### src/pkg/dbg_status_trace_params.svh
// Offsets, field positions, reset values and counts of the debug status and trace control block
`ifndef DBG_STATUS_TRACE_PARAMS_SVH
`define DBG_STATUS_TRACE_PARAMS_SVH

`define OFS_DEBUG_STATUS          16'h0021
`define OFS_TRACE_CONTROL         16'h0022
`define OFS_COMPARATOR_MATCH_CTRL 16'h0023
`define OFS_DEBUG_CONTROL_PRIMARY 16'h0020
`define OFS_TRACE_LINE_COUNT      16'h0026

`define POS_TRACE_FULL            7
`define POS_TRACE_SOURCE          6
`define POS_TRACE_MODE_LO         2
`define POS_TRIGGER_ALIGN         0
`define POS_ARM                   7
`define POS_IMMEDIATE_TRIGGER_REQUEST                  6

`define RST_DEBUG_STATUS          8'h00
`define RST_TRACE_CONTROL         8'h00
`define RST_COMPARATOR_MATCH_CTRL 8'h00

`define TRACE_DEPTH_LINES         7'h40
`define SSF_DISARMED              3'h0
`define SSF_STATE1                3'h1
`define SSF_FINAL                 3'h4

`endif

### src/pkg/dbg_status_trace_pkg.sv
// Types shared by the debug status and trace control block
package dbg_status_trace_pkg;

    typedef enum logic [1:0] {
        MODE_NORMAL     = 2'h0,
        MODE_LOOP_SUPPR = 2'h1,
        MODE_DETAIL     = 2'h2,
        MODE_PURE_PC    = 2'h3
    } trace_mode_t;

    typedef enum logic [1:0] {
        PAIR_SINGLE  = 2'h0,
        PAIR_INSIDE  = 2'h1,
        PAIR_OUTSIDE = 2'h2,
        PAIR_RESVD   = 2'h3
    } comparator_pairing_t;

    typedef enum logic [4:0] {
        SEQ_STATE0 = 5'b00001,
        SEQ_STATE1 = 5'b00010,
        SEQ_STATE2 = 5'b00100,
        SEQ_STATE3 = 5'b01000,
        SEQ_FINAL  = 5'b10000
    } seq_state_t;

    typedef struct packed {
        seq_state_t          seq;
        logic [2:0]          sequencer_state_flags;
        logic                trace_full_flag;
        logic [5:0]          line_cnt;
        logic                armed;
        logic                trace_source_enable;
        trace_mode_t         trace_mode_select;
        logic                trigger_align;
        comparator_pairing_t comparator_pairing;
        logic [7:0]          rd_data;
        logic                first_hit_channel;
        logic                second_hit_channel;
        logic                tracing;
        logic                trace_write;
        logic                trace_read_ok;
        logic [1:0]          trace_store_kind;
        logic                session_done;
    } dbg_state_t;

endpackage

### src/dbg_status_trace.sv
// Debug status, trace control and comparator match control registers with state sequencer
//
// The address-and-strobe port was chosen for this implementation.
`timescale 1ns/1ns
`include "dbg_status_trace_params.svh"

module dbg_status_trace (
    input  wire logic       sys_clk,
    input  wire logic       resetn,
    input  wire logic       por_n,
    input  wire logic       clk_en,
    input  wire logic [15:0] reg_addr,
    input  wire logic [7:0] reg_wdata,
    input  wire logic       reg_wr,
    input  wire logic       reg_rd,
    output logic      [7:0] reg_rdata,
    input  wire logic       secured,
    input  wire logic       seq_advance,
    input  wire logic [2:0] seq_target,
    input  wire logic       internal_end,
    input  wire logic       break_no_trace,
    input  wire logic       trace_line_stored,
    input  wire logic       trace_read_req,
    input  wire logic       comp_a_hit,
    input  wire logic       comp_b_hit,
    input  wire logic       addr_in_range,
    output logic            armed,
    output logic            tracing,
    output logic            trace_write,
    output logic            trace_read_ok,
    output logic      [1:0] trace_store_kind,
    output logic            first_hit_channel,
    output logic            second_hit_channel,
    output logic            session_done
);

    dbg_status_trace_pkg::dbg_state_t cur;
    dbg_status_trace_pkg::dbg_state_t next_cur;

    logic wr_ctrl;
    logic wr_tcr;
    logic wr_c2;
    logic arm_set;
    logic arm_clr;
    logic immediate_trigger_request_req;
    logic seq_end;
    logic line_push;
    logic suppress;
    logic [2:0] next_flags;

    assign wr_ctrl = reg_wr && (reg_addr == `OFS_DEBUG_CONTROL_PRIMARY);
    assign wr_tcr  = reg_wr && (reg_addr == `OFS_TRACE_CONTROL);
    assign wr_c2   = reg_wr && (reg_addr == `OFS_COMPARATOR_MATCH_CTRL);
    assign arm_set = wr_ctrl && reg_wdata[`POS_ARM];
    assign arm_clr = wr_ctrl && !reg_wdata[`POS_ARM];
    assign immediate_trigger_request_req = wr_ctrl && reg_wdata[`POS_IMMEDIATE_TRIGGER_REQUEST] && cur.armed;

    always_comb begin
        next_cur = cur;
        next_cur.session_done = 1'b0;
        next_cur.trace_write = 1'b0;
        next_flags = cur.sequencer_state_flags;
        seq_end = 1'b0;
        line_push = 1'b0;
        suppress = 1'b0;

        if (cur.armed && seq_advance) begin
            unique case (seq_target)
                3'h1: next_cur.seq = dbg_status_trace_pkg::SEQ_STATE1;
                3'h2: next_cur.seq = dbg_status_trace_pkg::SEQ_STATE2;
                3'h3: next_cur.seq = dbg_status_trace_pkg::SEQ_STATE3;
                `SSF_FINAL: next_cur.seq = dbg_status_trace_pkg::SEQ_FINAL;
                default: next_cur.seq = cur.seq;
            endcase
        end
        if (cur.armed && immediate_trigger_request_req) begin
            next_cur.seq = dbg_status_trace_pkg::SEQ_FINAL;
        end

        unique case (next_cur.seq)
            dbg_status_trace_pkg::SEQ_STATE0: next_flags = `SSF_DISARMED;
            dbg_status_trace_pkg::SEQ_STATE1: next_flags = `SSF_STATE1;
            dbg_status_trace_pkg::SEQ_STATE2: next_flags = 3'h2;
            dbg_status_trace_pkg::SEQ_STATE3: next_flags = 3'h3;
            dbg_status_trace_pkg::SEQ_FINAL:  next_flags = `SSF_FINAL;
            default:                          next_flags = `SSF_DISARMED;
        endcase
        if (cur.armed) begin
            next_cur.sequencer_state_flags = next_flags;
        end

        // Tracing needs source enable and no security
        next_cur.tracing = cur.armed && cur.trace_source_enable && !secured &&
            (cur.trigger_align ? (cur.seq == dbg_status_trace_pkg::SEQ_FINAL)
                               : (cur.seq != dbg_status_trace_pkg::SEQ_STATE0));

        suppress = (cur.trace_mode_select == dbg_status_trace_pkg::MODE_LOOP_SUPPR) &&
                   trace_line_stored && cur.trace_write;
        line_push = cur.tracing && trace_line_stored && !suppress;
        next_cur.trace_write = line_push;
        next_cur.trace_store_kind = cur.trace_mode_select;

        if (line_push) begin
            next_cur.line_cnt = cur.line_cnt + 6'h01;
            if (cur.line_cnt == 6'h3f) begin
                next_cur.trace_full_flag = 1'b1;
            end
        end

        if (cur.tracing && !cur.trigger_align && cur.seq == dbg_status_trace_pkg::SEQ_FINAL) begin
            seq_end = 1'b1;
        end
        if (cur.tracing && cur.trigger_align &&
            (cur.trace_full_flag || (line_push && cur.line_cnt == 6'h3f))) begin
            seq_end = 1'b1;
        end

        // Internal end returns to state 0
        if (cur.armed && (internal_end || seq_end)) begin
            next_cur.seq = dbg_status_trace_pkg::SEQ_STATE0;
            next_cur.sequencer_state_flags = `SSF_DISARMED;
            next_cur.armed = 1'b0;
            next_cur.tracing = 1'b0;
            next_cur.session_done = 1'b1;
        end
        if (cur.armed && break_no_trace && !cur.trace_source_enable) begin
            next_cur.armed = 1'b0;
            next_cur.tracing = 1'b0;
            next_cur.session_done = 1'b1;
        end

        if (arm_clr && cur.armed) begin
            next_cur.armed = 1'b0;
            next_cur.tracing = 1'b0;
            next_cur.seq = dbg_status_trace_pkg::SEQ_STATE0;
            next_cur.sequencer_state_flags = cur.sequencer_state_flags;
        end

        if (arm_set) begin
            next_cur.armed = 1'b1;
            next_cur.seq = dbg_status_trace_pkg::SEQ_STATE1;
            next_cur.sequencer_state_flags = `SSF_STATE1;
            next_cur.trace_full_flag = 1'b0;
            next_cur.line_cnt = 6'h00;
        end

        // Source enable guarded by secure and arm
        if (wr_tcr && !cur.armed && !secured) begin
            next_cur.trace_source_enable = reg_wdata[`POS_TRACE_SOURCE];
        end
        // Mode and align only when disarmed
        if (wr_tcr && !cur.armed) begin
            next_cur.trace_mode_select = dbg_status_trace_pkg::trace_mode_t'(
                reg_wdata[`POS_TRACE_MODE_LO+1:`POS_TRACE_MODE_LO]);
            next_cur.trigger_align = reg_wdata[`POS_TRIGGER_ALIGN];
        end
        if (secured) begin
            next_cur.trace_source_enable = 1'b0;
        end
        if (wr_c2 && !cur.armed) begin
            next_cur.comparator_pairing =
                dbg_status_trace_pkg::comparator_pairing_t'(reg_wdata[1:0]);
        end

        unique case (cur.comparator_pairing)
            dbg_status_trace_pkg::PAIR_SINGLE: begin
                next_cur.first_hit_channel = comp_a_hit;
                next_cur.second_hit_channel = comp_b_hit;
            end
            dbg_status_trace_pkg::PAIR_INSIDE: begin
                next_cur.first_hit_channel = addr_in_range;
                next_cur.second_hit_channel = 1'b0;
            end
            dbg_status_trace_pkg::PAIR_OUTSIDE: begin
                next_cur.first_hit_channel = !addr_in_range;
                next_cur.second_hit_channel = 1'b0;
            end
            dbg_status_trace_pkg::PAIR_RESVD: begin
                next_cur.first_hit_channel = comp_a_hit;
                next_cur.second_hit_channel = 1'b0;
            end
        endcase

        // Trace read only with source set
        next_cur.trace_read_ok = trace_read_req && cur.trace_source_enable &&
                                 !cur.armed && !secured;

        next_cur.rd_data = 8'h00;
        if (reg_rd) begin
            unique case (reg_addr)
                `OFS_DEBUG_STATUS:
                    next_cur.rd_data = {cur.trace_full_flag, 4'h0, cur.sequencer_state_flags};
                `OFS_TRACE_CONTROL:
                    next_cur.rd_data = {1'b0, cur.trace_source_enable, 2'b00,
                                        cur.trace_mode_select, 1'b0, cur.trigger_align};
                `OFS_COMPARATOR_MATCH_CTRL:
                    next_cur.rd_data = {6'h00, cur.comparator_pairing};
                `OFS_DEBUG_CONTROL_PRIMARY:
                    next_cur.rd_data = {cur.armed, 7'h00};
                `OFS_TRACE_LINE_COUNT:
                    next_cur.rd_data = {cur.trace_full_flag, 1'b0, cur.line_cnt};
                default:
                    next_cur.rd_data = 8'h00;
            endcase
        end
    end

    always_ff @(posedge sys_clk) begin
        if (!por_n) begin
            cur <= '0;
            cur.seq <= dbg_status_trace_pkg::SEQ_STATE0;
        end else if (!resetn) begin
            // Other resets keep full and count
            cur.seq <= dbg_status_trace_pkg::SEQ_STATE0;
            cur.sequencer_state_flags <= `SSF_DISARMED;
            cur.armed <= 1'b0;
            cur.tracing <= 1'b0;
            cur.trace_write <= 1'b0;
            cur.trace_read_ok <= 1'b0;
            cur.session_done <= 1'b0;
            cur.rd_data <= 8'h00;
        end else if (clk_en) begin
            cur <= next_cur;
        end
    end

    assign reg_rdata          = cur.rd_data;
    assign armed              = cur.armed;
    assign tracing            = cur.tracing;
    assign trace_write        = cur.trace_write;
    assign trace_read_ok      = cur.trace_read_ok;
    assign trace_store_kind   = cur.trace_store_kind;
    assign first_hit_channel  = cur.first_hit_channel;
    assign second_hit_channel = cur.second_hit_channel;
    assign session_done       = cur.session_done;

endmodule

### config.mk
export PLATFORM = sky130hd
export DESIGN_NAME = dbg_status_trace
export DESIGN_NICKNAME = d
export VERILOG_FILES = /design/src/pkg/dbg_status_trace_pkg.sv /design/src/dbg_status_trace.sv
export VERILOG_INCLUDE_DIRS = /design/src /design/src/pkg
export SDC_FILE = /design/constraint.sdc
export NUM_CORES = 1
export LEC_CHECK = 0
export BUFFER_PORTS_ARGS = -buffer_cell sky130_fd_sc_hd__buf_2
export CORE_UTILIZATION = 43
export CTS_BUF_LIST = sky130_fd_sc_hd__clkbuf_16
export DETAILED_ROUTE_END_ITERATION = 8
export PLACE_DENSITY = 0.67
export SYNTH_ARGS = -nofsm -noshare
export SYNTH_HDL_FRONTEND = slang
export SYNTH_SLANG_ARGS = --single-unit
export TNS_END_PERCENT = 1
### constraint.sdc
create_clock -name sys_clk -period 3 [get_ports sys_clk]
set_input_delay 0.15 -clock sys_clk [delete_from_list [all_inputs] [get_ports sys_clk]]
set_output_delay 0.15 -clock sys_clk [all_outputs]
set_load 0.03 [all_outputs]
==> flow_metrics.py, run 1 <==
metrics = {
    "die": {
        "fp-row-count": 26,
        "die_h_um": 74.5,
        "dieArea_um2": 5540,
        "dieWidth_um": 74.5,
        "core_um2": 5070,
        "start_util_pct": 44.5,
        "ios": 59,
    },
    "routing": {
        "post-route-drc-count": 0,
        "ant_nets": 0,
        "drtIter0Drc": 112,
        "drt-pass1-iter-count": 4,
        "wire_per_inst_um": 15.4,
        "num_vias": 2219,
        "via_per_inst": 5.79,
        "drt-total-wl_um": 5890,
    },
    "global_routing": {
        "overflow": 0,
        "grt_pass1_vias": 2006,
        "grt_pass1_wl_um": 9540,
        "grt_max_degree": 19,
        "antenna_found_initial": 0,
        "grt_usage_pct": 22.8,
    },
    "logic_synthesis": {
        "yosys.area.top_type": "dfxtp_1",
        "netlist_instances": 269,
        "syn_avg_cell_area_um2": 8.39,
        "netlist_area_um2": 2260,
        "synth_nets": 312,
        "ys_warn_count": 0,
        "ys_seq_area_share_pct": 33.7,
        "yosys-top-cells-area": "dfxtp_1, a21oi_1, nand2_1",
        "synthDistinctLibCells": 61,
        "synth_edf_count": 0,
        "synthArstFlopShare_pct": 0,
        "yosysTopAreaCellShare_pct": 33.7,
        "synth-seq-cells": 38,
        "ys.flop_type": "dfxtp_1",
    },
    "timing": {
        "rsz0062_at_grt": "false",
        "post-route-period-util_pct": 65.8,
        "finalMaxSlewViolations": 0,
        "period_minus_slack_ns": 1.98,
        "clock.fmax_mhz": 506,
        "worst_slack_ns": 1.02,
        "relSlewSlack_pct": 58.6,
        "tns_ns": 0,
        "tightest_slew_ns": 0.616,
        "setup_viol": 0,
        "fin_skew_ns": 0.00444,
        "hold_viol": 0,
    },
    "placed_design": {
        "dpl.hpwl_um": 4450,
        "post_dp_cell_area_um2": 2520,
        "portBuffers": 56,
        "place_congestion": 0.846,
        "post-place-ws_ns": 0.999,
    },
    "worst_setup_path": {
        "critical_path_class": "reg2reg",
        "cp_slowest_cell": "dfxtp_1",
        "crit_fanout": 7,
        "crit_family": "simple AND/OR/NAND/NOR gates",
        "cp.required_ns": 3.16,
        "r2r_cells": 6,
        "end_kind": "flop",
        "slowest_delay_ns": 0.44,
        "startpoint_type": "flop",
        "regToRegStartpoint": "armed",
        "cp_data_arrival_time_ns": 2.14,
        "crit_chain": "nand2_1 -> nor3b_1 -> a22o_1 -> mux2_2 -> nor4_1 -> nor3_1",
        "crit_buf_inv": 0,
        "r2r_end": "cur[30]",
        "r2r_setup_slack_ns": 1.02,
    },
    "hold_path": {
        "holdPathStages": 3,
        "min_to": "trace_read_ok",
        "min-delay-start": "trace_read_req",
        "min_path_type": "in2reg",
    },
    "cts": {
        "clock-sinks": 38,
        "path_clk_slew_ns": 0.06,
        "post_cts_buffers": 0,
        "clk_latency_ns": 0.28,
        "cts-root-buf": "clkbuf_16",
        "cts_resized": 0,
        "cts_tree": "done",
        "htreeDepth": 2,
        "cts-hold-fix-buffers": 0,
        "cts_buffer_depth": 2,
        "cts_made_buffers": 5,
    },
    "layout": {
        "antenna_cells": 0,
        "nNetsFinal": 355,
        "final_area_um2": 2650,
        "final_util_pct": 52.3,
        "final_common_cell": "buf_2",
        "final_layout_size_suffix_gt1_share_pct": 24.9,
        "area_delta_synth_final_pct": 17.6,
        "final_cell_mix": "buf_2, dfxtp_1, nand2_1, nor2_1, a21oi_1",
    },
    "pwr": {
        "power.density_nw_per_um2": 417,
        "leakage_nw": 1.02,
        "peakVddDrop_mv": 0.197,
    },
    "flow_run": {
        "maxCapViolCount": 0,
    },
    "status": {
        "status": "complete, no violations",
    },
}
[cell usage after synthesis (2+ instances only)]
master,n
o21ai_0,9
nor4_1,6
o2111ai_1,2
xor2_1,4
nor3_1,8
mux2i_1,7
buf_2,6
nor3b_1,5
a22o_1,3
o211ai_1,2
nor4b_2,2
nand2_1,23
dfxtp_1,38
a32o_1,3
nor4_4,2
and2_1,5
nor2_1,23
nor2b_1,11
o31ai_1,4
a21oi_1,18
buf_4,10
a22oi_1,4
o22ai_1,2
and3_1,4
a211oi_1,4
nor4b_1,2
nand4_1,9
clkbuf_1,6
o211a_1,2
a21boi_0,4
a31o_2,2
mux2_2,2
nand4b_1,2
nand3_1,8
[worst min-delay path, cell delays in order]
cell	delay, ns
buf_2	0.08
a22oi_1	0.05
nor2_1	0.07
[logic make-up (layout without fill, tap and decap cells)]
kind of cell,count (synthesis),after routing,share of synthesized area [%]
buffers and inverters,25,69,6.15
flip-flops,38,38,33.7
XOR/XNOR,5,5,1.94
adder cells (fa/ha/maj),1,1,0.554
AND/OR/NAND/NOR,119,119,31.0
AO/OA/AOI/OAI,72,72,22.5
multiplexers,9,9,4.10
[power by group]
part / internal [mW] / switching [mW]
Sequential: 0.507 / 0.000782
Clock: 0.300 / 0.197
Combinational: 0.0384 / 0.0620
Total: 0.845 / 0.260
[per-layer routing]
metal,vias to the layer above,track usage (%),wire length (um)
met5,-,0,0
met4,0,10.3,95
met3,11,4.07,349
met2,76,36.2,2770
met1,1038,30.0,2680
li1,1094,-,-
[stage by stage]
step | hold slack (ns) | cells | total power, mW
after global routing | 0.124 | 383 | 1.15
after global placement | 0.380 | 375 | 0.617
after floorplan | 0.294 | 269 | 0.569
after detailed placement | 0.391 | 375 | 0.618
final | 0.103 | 383 | 1.11
after CTS | 0.104 | 383 | 1.11
[flip-flops by register name, summed over array words and instances (netlist names)]
name	cells
trace_store_kind	2
cur	21
reg_rdata	8
session_done	1
trace_read_ok	1
tracing	1
armed	1
second_hit_channel	1
trace_write	1
first_hit_channel	1
[how the worst max path moves through the flow]
stage / from / to / slack, ns / cells after the start
after floorplan: armed / cur[30] / 1.03 / 7
after global placement: reg_addr[12] / cur[31] / 1.05 / 6
after detailed placement: reg_addr[12] / cur[31] / 1.0 / 6
after CTS: armed / cur[30] / 1.09 / 6
after global routing: armed / cur[30] / 0.84 / 6
final: armed / cur[30] / 1.02 / 6
[area by class of cell]
type / count / area (um2)
flip-flops and latches: 38 / 761
clock inverters: 3 / 12.5
inverters: 2 / 7.51
well taps: 70 / 87.6
fillers: 509 / 2420
clock buffers: 5 / 125
multi-input cells: 206 / 1360
repair buffers: 59 / 303
Note: power is estimated with default switching activity, not from simulation.
==> run 2: changes to the inputs <==
PLACE_DENSITY = 0.7   (was 0.67)
clock period = 1.6 ns   (was 3 ns; I/O delays follow)
==> run 2 against run 1 <==
- the flow now finishes with violations (setup timing)
- register-to-register slack lost 1.0 ns
- cell area grew 16%
- clock-buffer cell count is the same
- core utilization grew 8.2 points
- first-iteration DRC count grew 110%
- combinational power grew 130%
- via count grew 11%
- sequential power grew 87%
- sequential cell count is the same
- clock power grew to 2.6 times the previous value
- largest cell class unchanged
- highest routed layer unchanged
==> flow_metrics.py, run 2 (synthesis gave the netlist of run 1 again) <==
metrics = {
    "timing": {
        "period_minus_slack_ns": 1.61,
        "tns_ns": -0.00545,
        "fin_skew_ns": 0.00505,
        "finalMaxSlewViolations": 0,
        "hold_viol": 0,
        "tightest_slew_ns": 0.408,
        "clock.fmax_mhz": 623,
        "setup_viol": 1,
        "rsz0062_at_grt": "true",
        "post-route-period-util_pct": 100,
        "relSlewSlack_pct": 72.8,
        "worst_slack_ns": -0.00545,
    },
    "layout": {
        "antenna_cells": 0,
        "multiInputGateArea_um2": 1410,
        "final_common_cell": "buf_2",
        "final_layout_size_suffix_gt1_share_pct": 38.2,
        "final_cell_mix": "buf_2, buf_4, dfxtp_1, nor2_1, nand2_1",
        "area_delta_synth_final_pct": 35.9,
        "regArea_um2": 771,
        "largest_register_ffs": 21,
        "fillerInstances": 461,
        "nNetsFinal": 395,
        "final_area_um2": 3070,
        "regMostFlops": "cur",
    },
    "pwr": {
        "peakVddDrop_mv": 0.390,
        "seqPwrFrac_pct": 38.8,
        "power.density_nw_per_um2": 798,
        "p_sw_share_pct": 21.0,
        "p_int_mw": 1.93,
        "p_switching_mw": 0.514,
        "power_frac_clock_pct": 52.0,
        "leakage_nw": 1.26,
        "p_comb_share_pct": 9.2,
    },
    "cts": {
        "htreeDepth": 2,
        "clk_latency_ns": 0.28,
        "cts_made_buffers": 5,
        "cts-hold-fix-buffers": 0,
        "cts_tree": "done",
        "cts_buffer_depth": 2,
        "cts-root-buf": "clkbuf_16",
        "clock-sinks": 38,
        "path_clk_slew_ns": 0.06,
    },
    "worst_setup_path": {
        "startpoint": "armed",
        "crit_path_end": "cur[30]",
        "critical_path_class": "reg2reg",
        "r2r_setup_slack_ns": -0.005,
        "crit_fanout": 5,
        "regToRegStartpoint": "armed",
        "r2r_end": "cur[30]",
        "cp.required_ns": 1.76,
        "startpoint_type": "flop",
        "r2r_cells": 6,
        "end_kind": "flop",
        "cp_data_arrival_time_ns": 1.77,
    },
    "die": {
        "ios": 59,
        "dieWidth_um": 74.5,
        "fp-row-count": 26,
        "start_util_pct": 44.5,
        "core_um2": 5070,
        "die_h_um": 74.5,
        "dieArea_um2": 5540,
    },
    "status": {
        "failed_checks": "setup timing",
        "status": "finished, violations left",
    },
    "routing": {
        "wire_per_inst_um": 15.2,
        "post-route-drc-count": 0,
        "num_vias": 2471,
        "ant_nets": 0,
        "drt-pass1-iter-count": 5,
        "via_per_inst": 5.84,
        "drtIter0Drc": 233,
        "drt-total-wl_um": 6440,
    },
    "hold_path": {
        "min_path_type": "in2reg",
    },
    "placed_design": {
        "post-place-ws_ns": -0.0915,
        "portBuffers": 56,
        "post_dp_cell_area_um2": 2810,
        "dpl.hpwl_um": 4770,
        "place_congestion": 0.942,
    },
    "global_routing": {
        "grt_max_degree": 17,
        "overflow": 0,
        "grt_usage_pct": 24.5,
        "grt_pass1_wl_um": 10400,
        "grt_pass1_vias": 2192,
        "antenna_found_initial": 0,
    },
    "flow_run": {
        "maxCapViolCount": 0,
    },
}
## run 2: cell types whose count changed in the layout (fill, tap and decap cells not counted), moves of 2 or more
cell       delta
buf_4        +40
nor4_2        +2
nor4_1        -2
dfxtp_1       -6
dfxtp_2       +5
bufinv_16     +2
## run 2: timing repair
action | CTS | global route
setup buffers | 1 | 1
resized for setup | 6 | 7
pin swaps | 3 | 2
endpoints found under the setup margin | 5 | 9
## run 2: final cells by class
cell class / count / area share (%)
well taps: 70 / 2.85
clock inverters: 3 / 2.08
clock buffers: 5 / 4.08
flip-flops and latches: 38 / 25.1
multi-input cells: 206 / 46.0
repair buffers: 99 / 19.7
inverters: 2 / 0.245
## run 2: routing by layer
layer  global-route usage (%)  routed length (um)  part of all wire [%]
met3                     5.01                 463                   7.2
met4                     7.34                  68                   1.1
met1                     34.2                3040                    47
met5                        0                   0                     0
met2                     38.0                2860                    44
## run 2: worst min path at each step
stage | start | cells after the start | slack [ns] | endpoint
after detailed placement | trace_read_req | 3 | 0.34 | trace_read_ok
after CTS | trace_read_req | 3 | 0.05 | trace_read_ok
final | trace_read_req | 3 | 0.04 | trace_read_ok
after global placement | trace_read_req | 3 | 0.31 | trace_read_ok
after floorplan | trace_read_req | 2 | 0.22 | trace_read_ok
after global routing | trace_read_req | 3 | 0.06 | trace_read_ok
## run 2: through the flow
step | power (mW) | utilization, % | hold WS [ns] | std cells
global route | 2.53 | 60.5 | 0.0553 | 423
global placement | 1.19 | 55.4 | 0.314 | 413
floorplan | 1.07 | - | 0.224 | 269
CTS | 2.45 | 59.7 | 0.0514 | 422
finish | 2.45 | 60.5 | 0.0414 | 423
detailed placement | 1.19 | 55.4 | 0.342 | 413
## run 2: worst max-delay path: stages, from the launching register on
cell and delay (ns):
dfxtp_4 0.36, nand2_2 0.09, nor3b_2 0.20, a22o_1 0.20, mux2_2 0.36, nor4_2 0.19
nor3_1 0.08
## run 2: power by group through the flow
| stage | clock [mW] | sequential [mW] | combinational, mW |
|---|---|---|---|
| CTS | 1.28 | 0.950 | 0.221 |
| global placement | 0 | 0.970 | 0.215 |
| floorplan | 0 | 0.978 | 0.0883 |
| detailed placement | 0 | 0.970 | 0.218 |
| global route | 1.34 | 0.949 | 0.243 |
| finish | 1.27 | 0.950 | 0.225 |
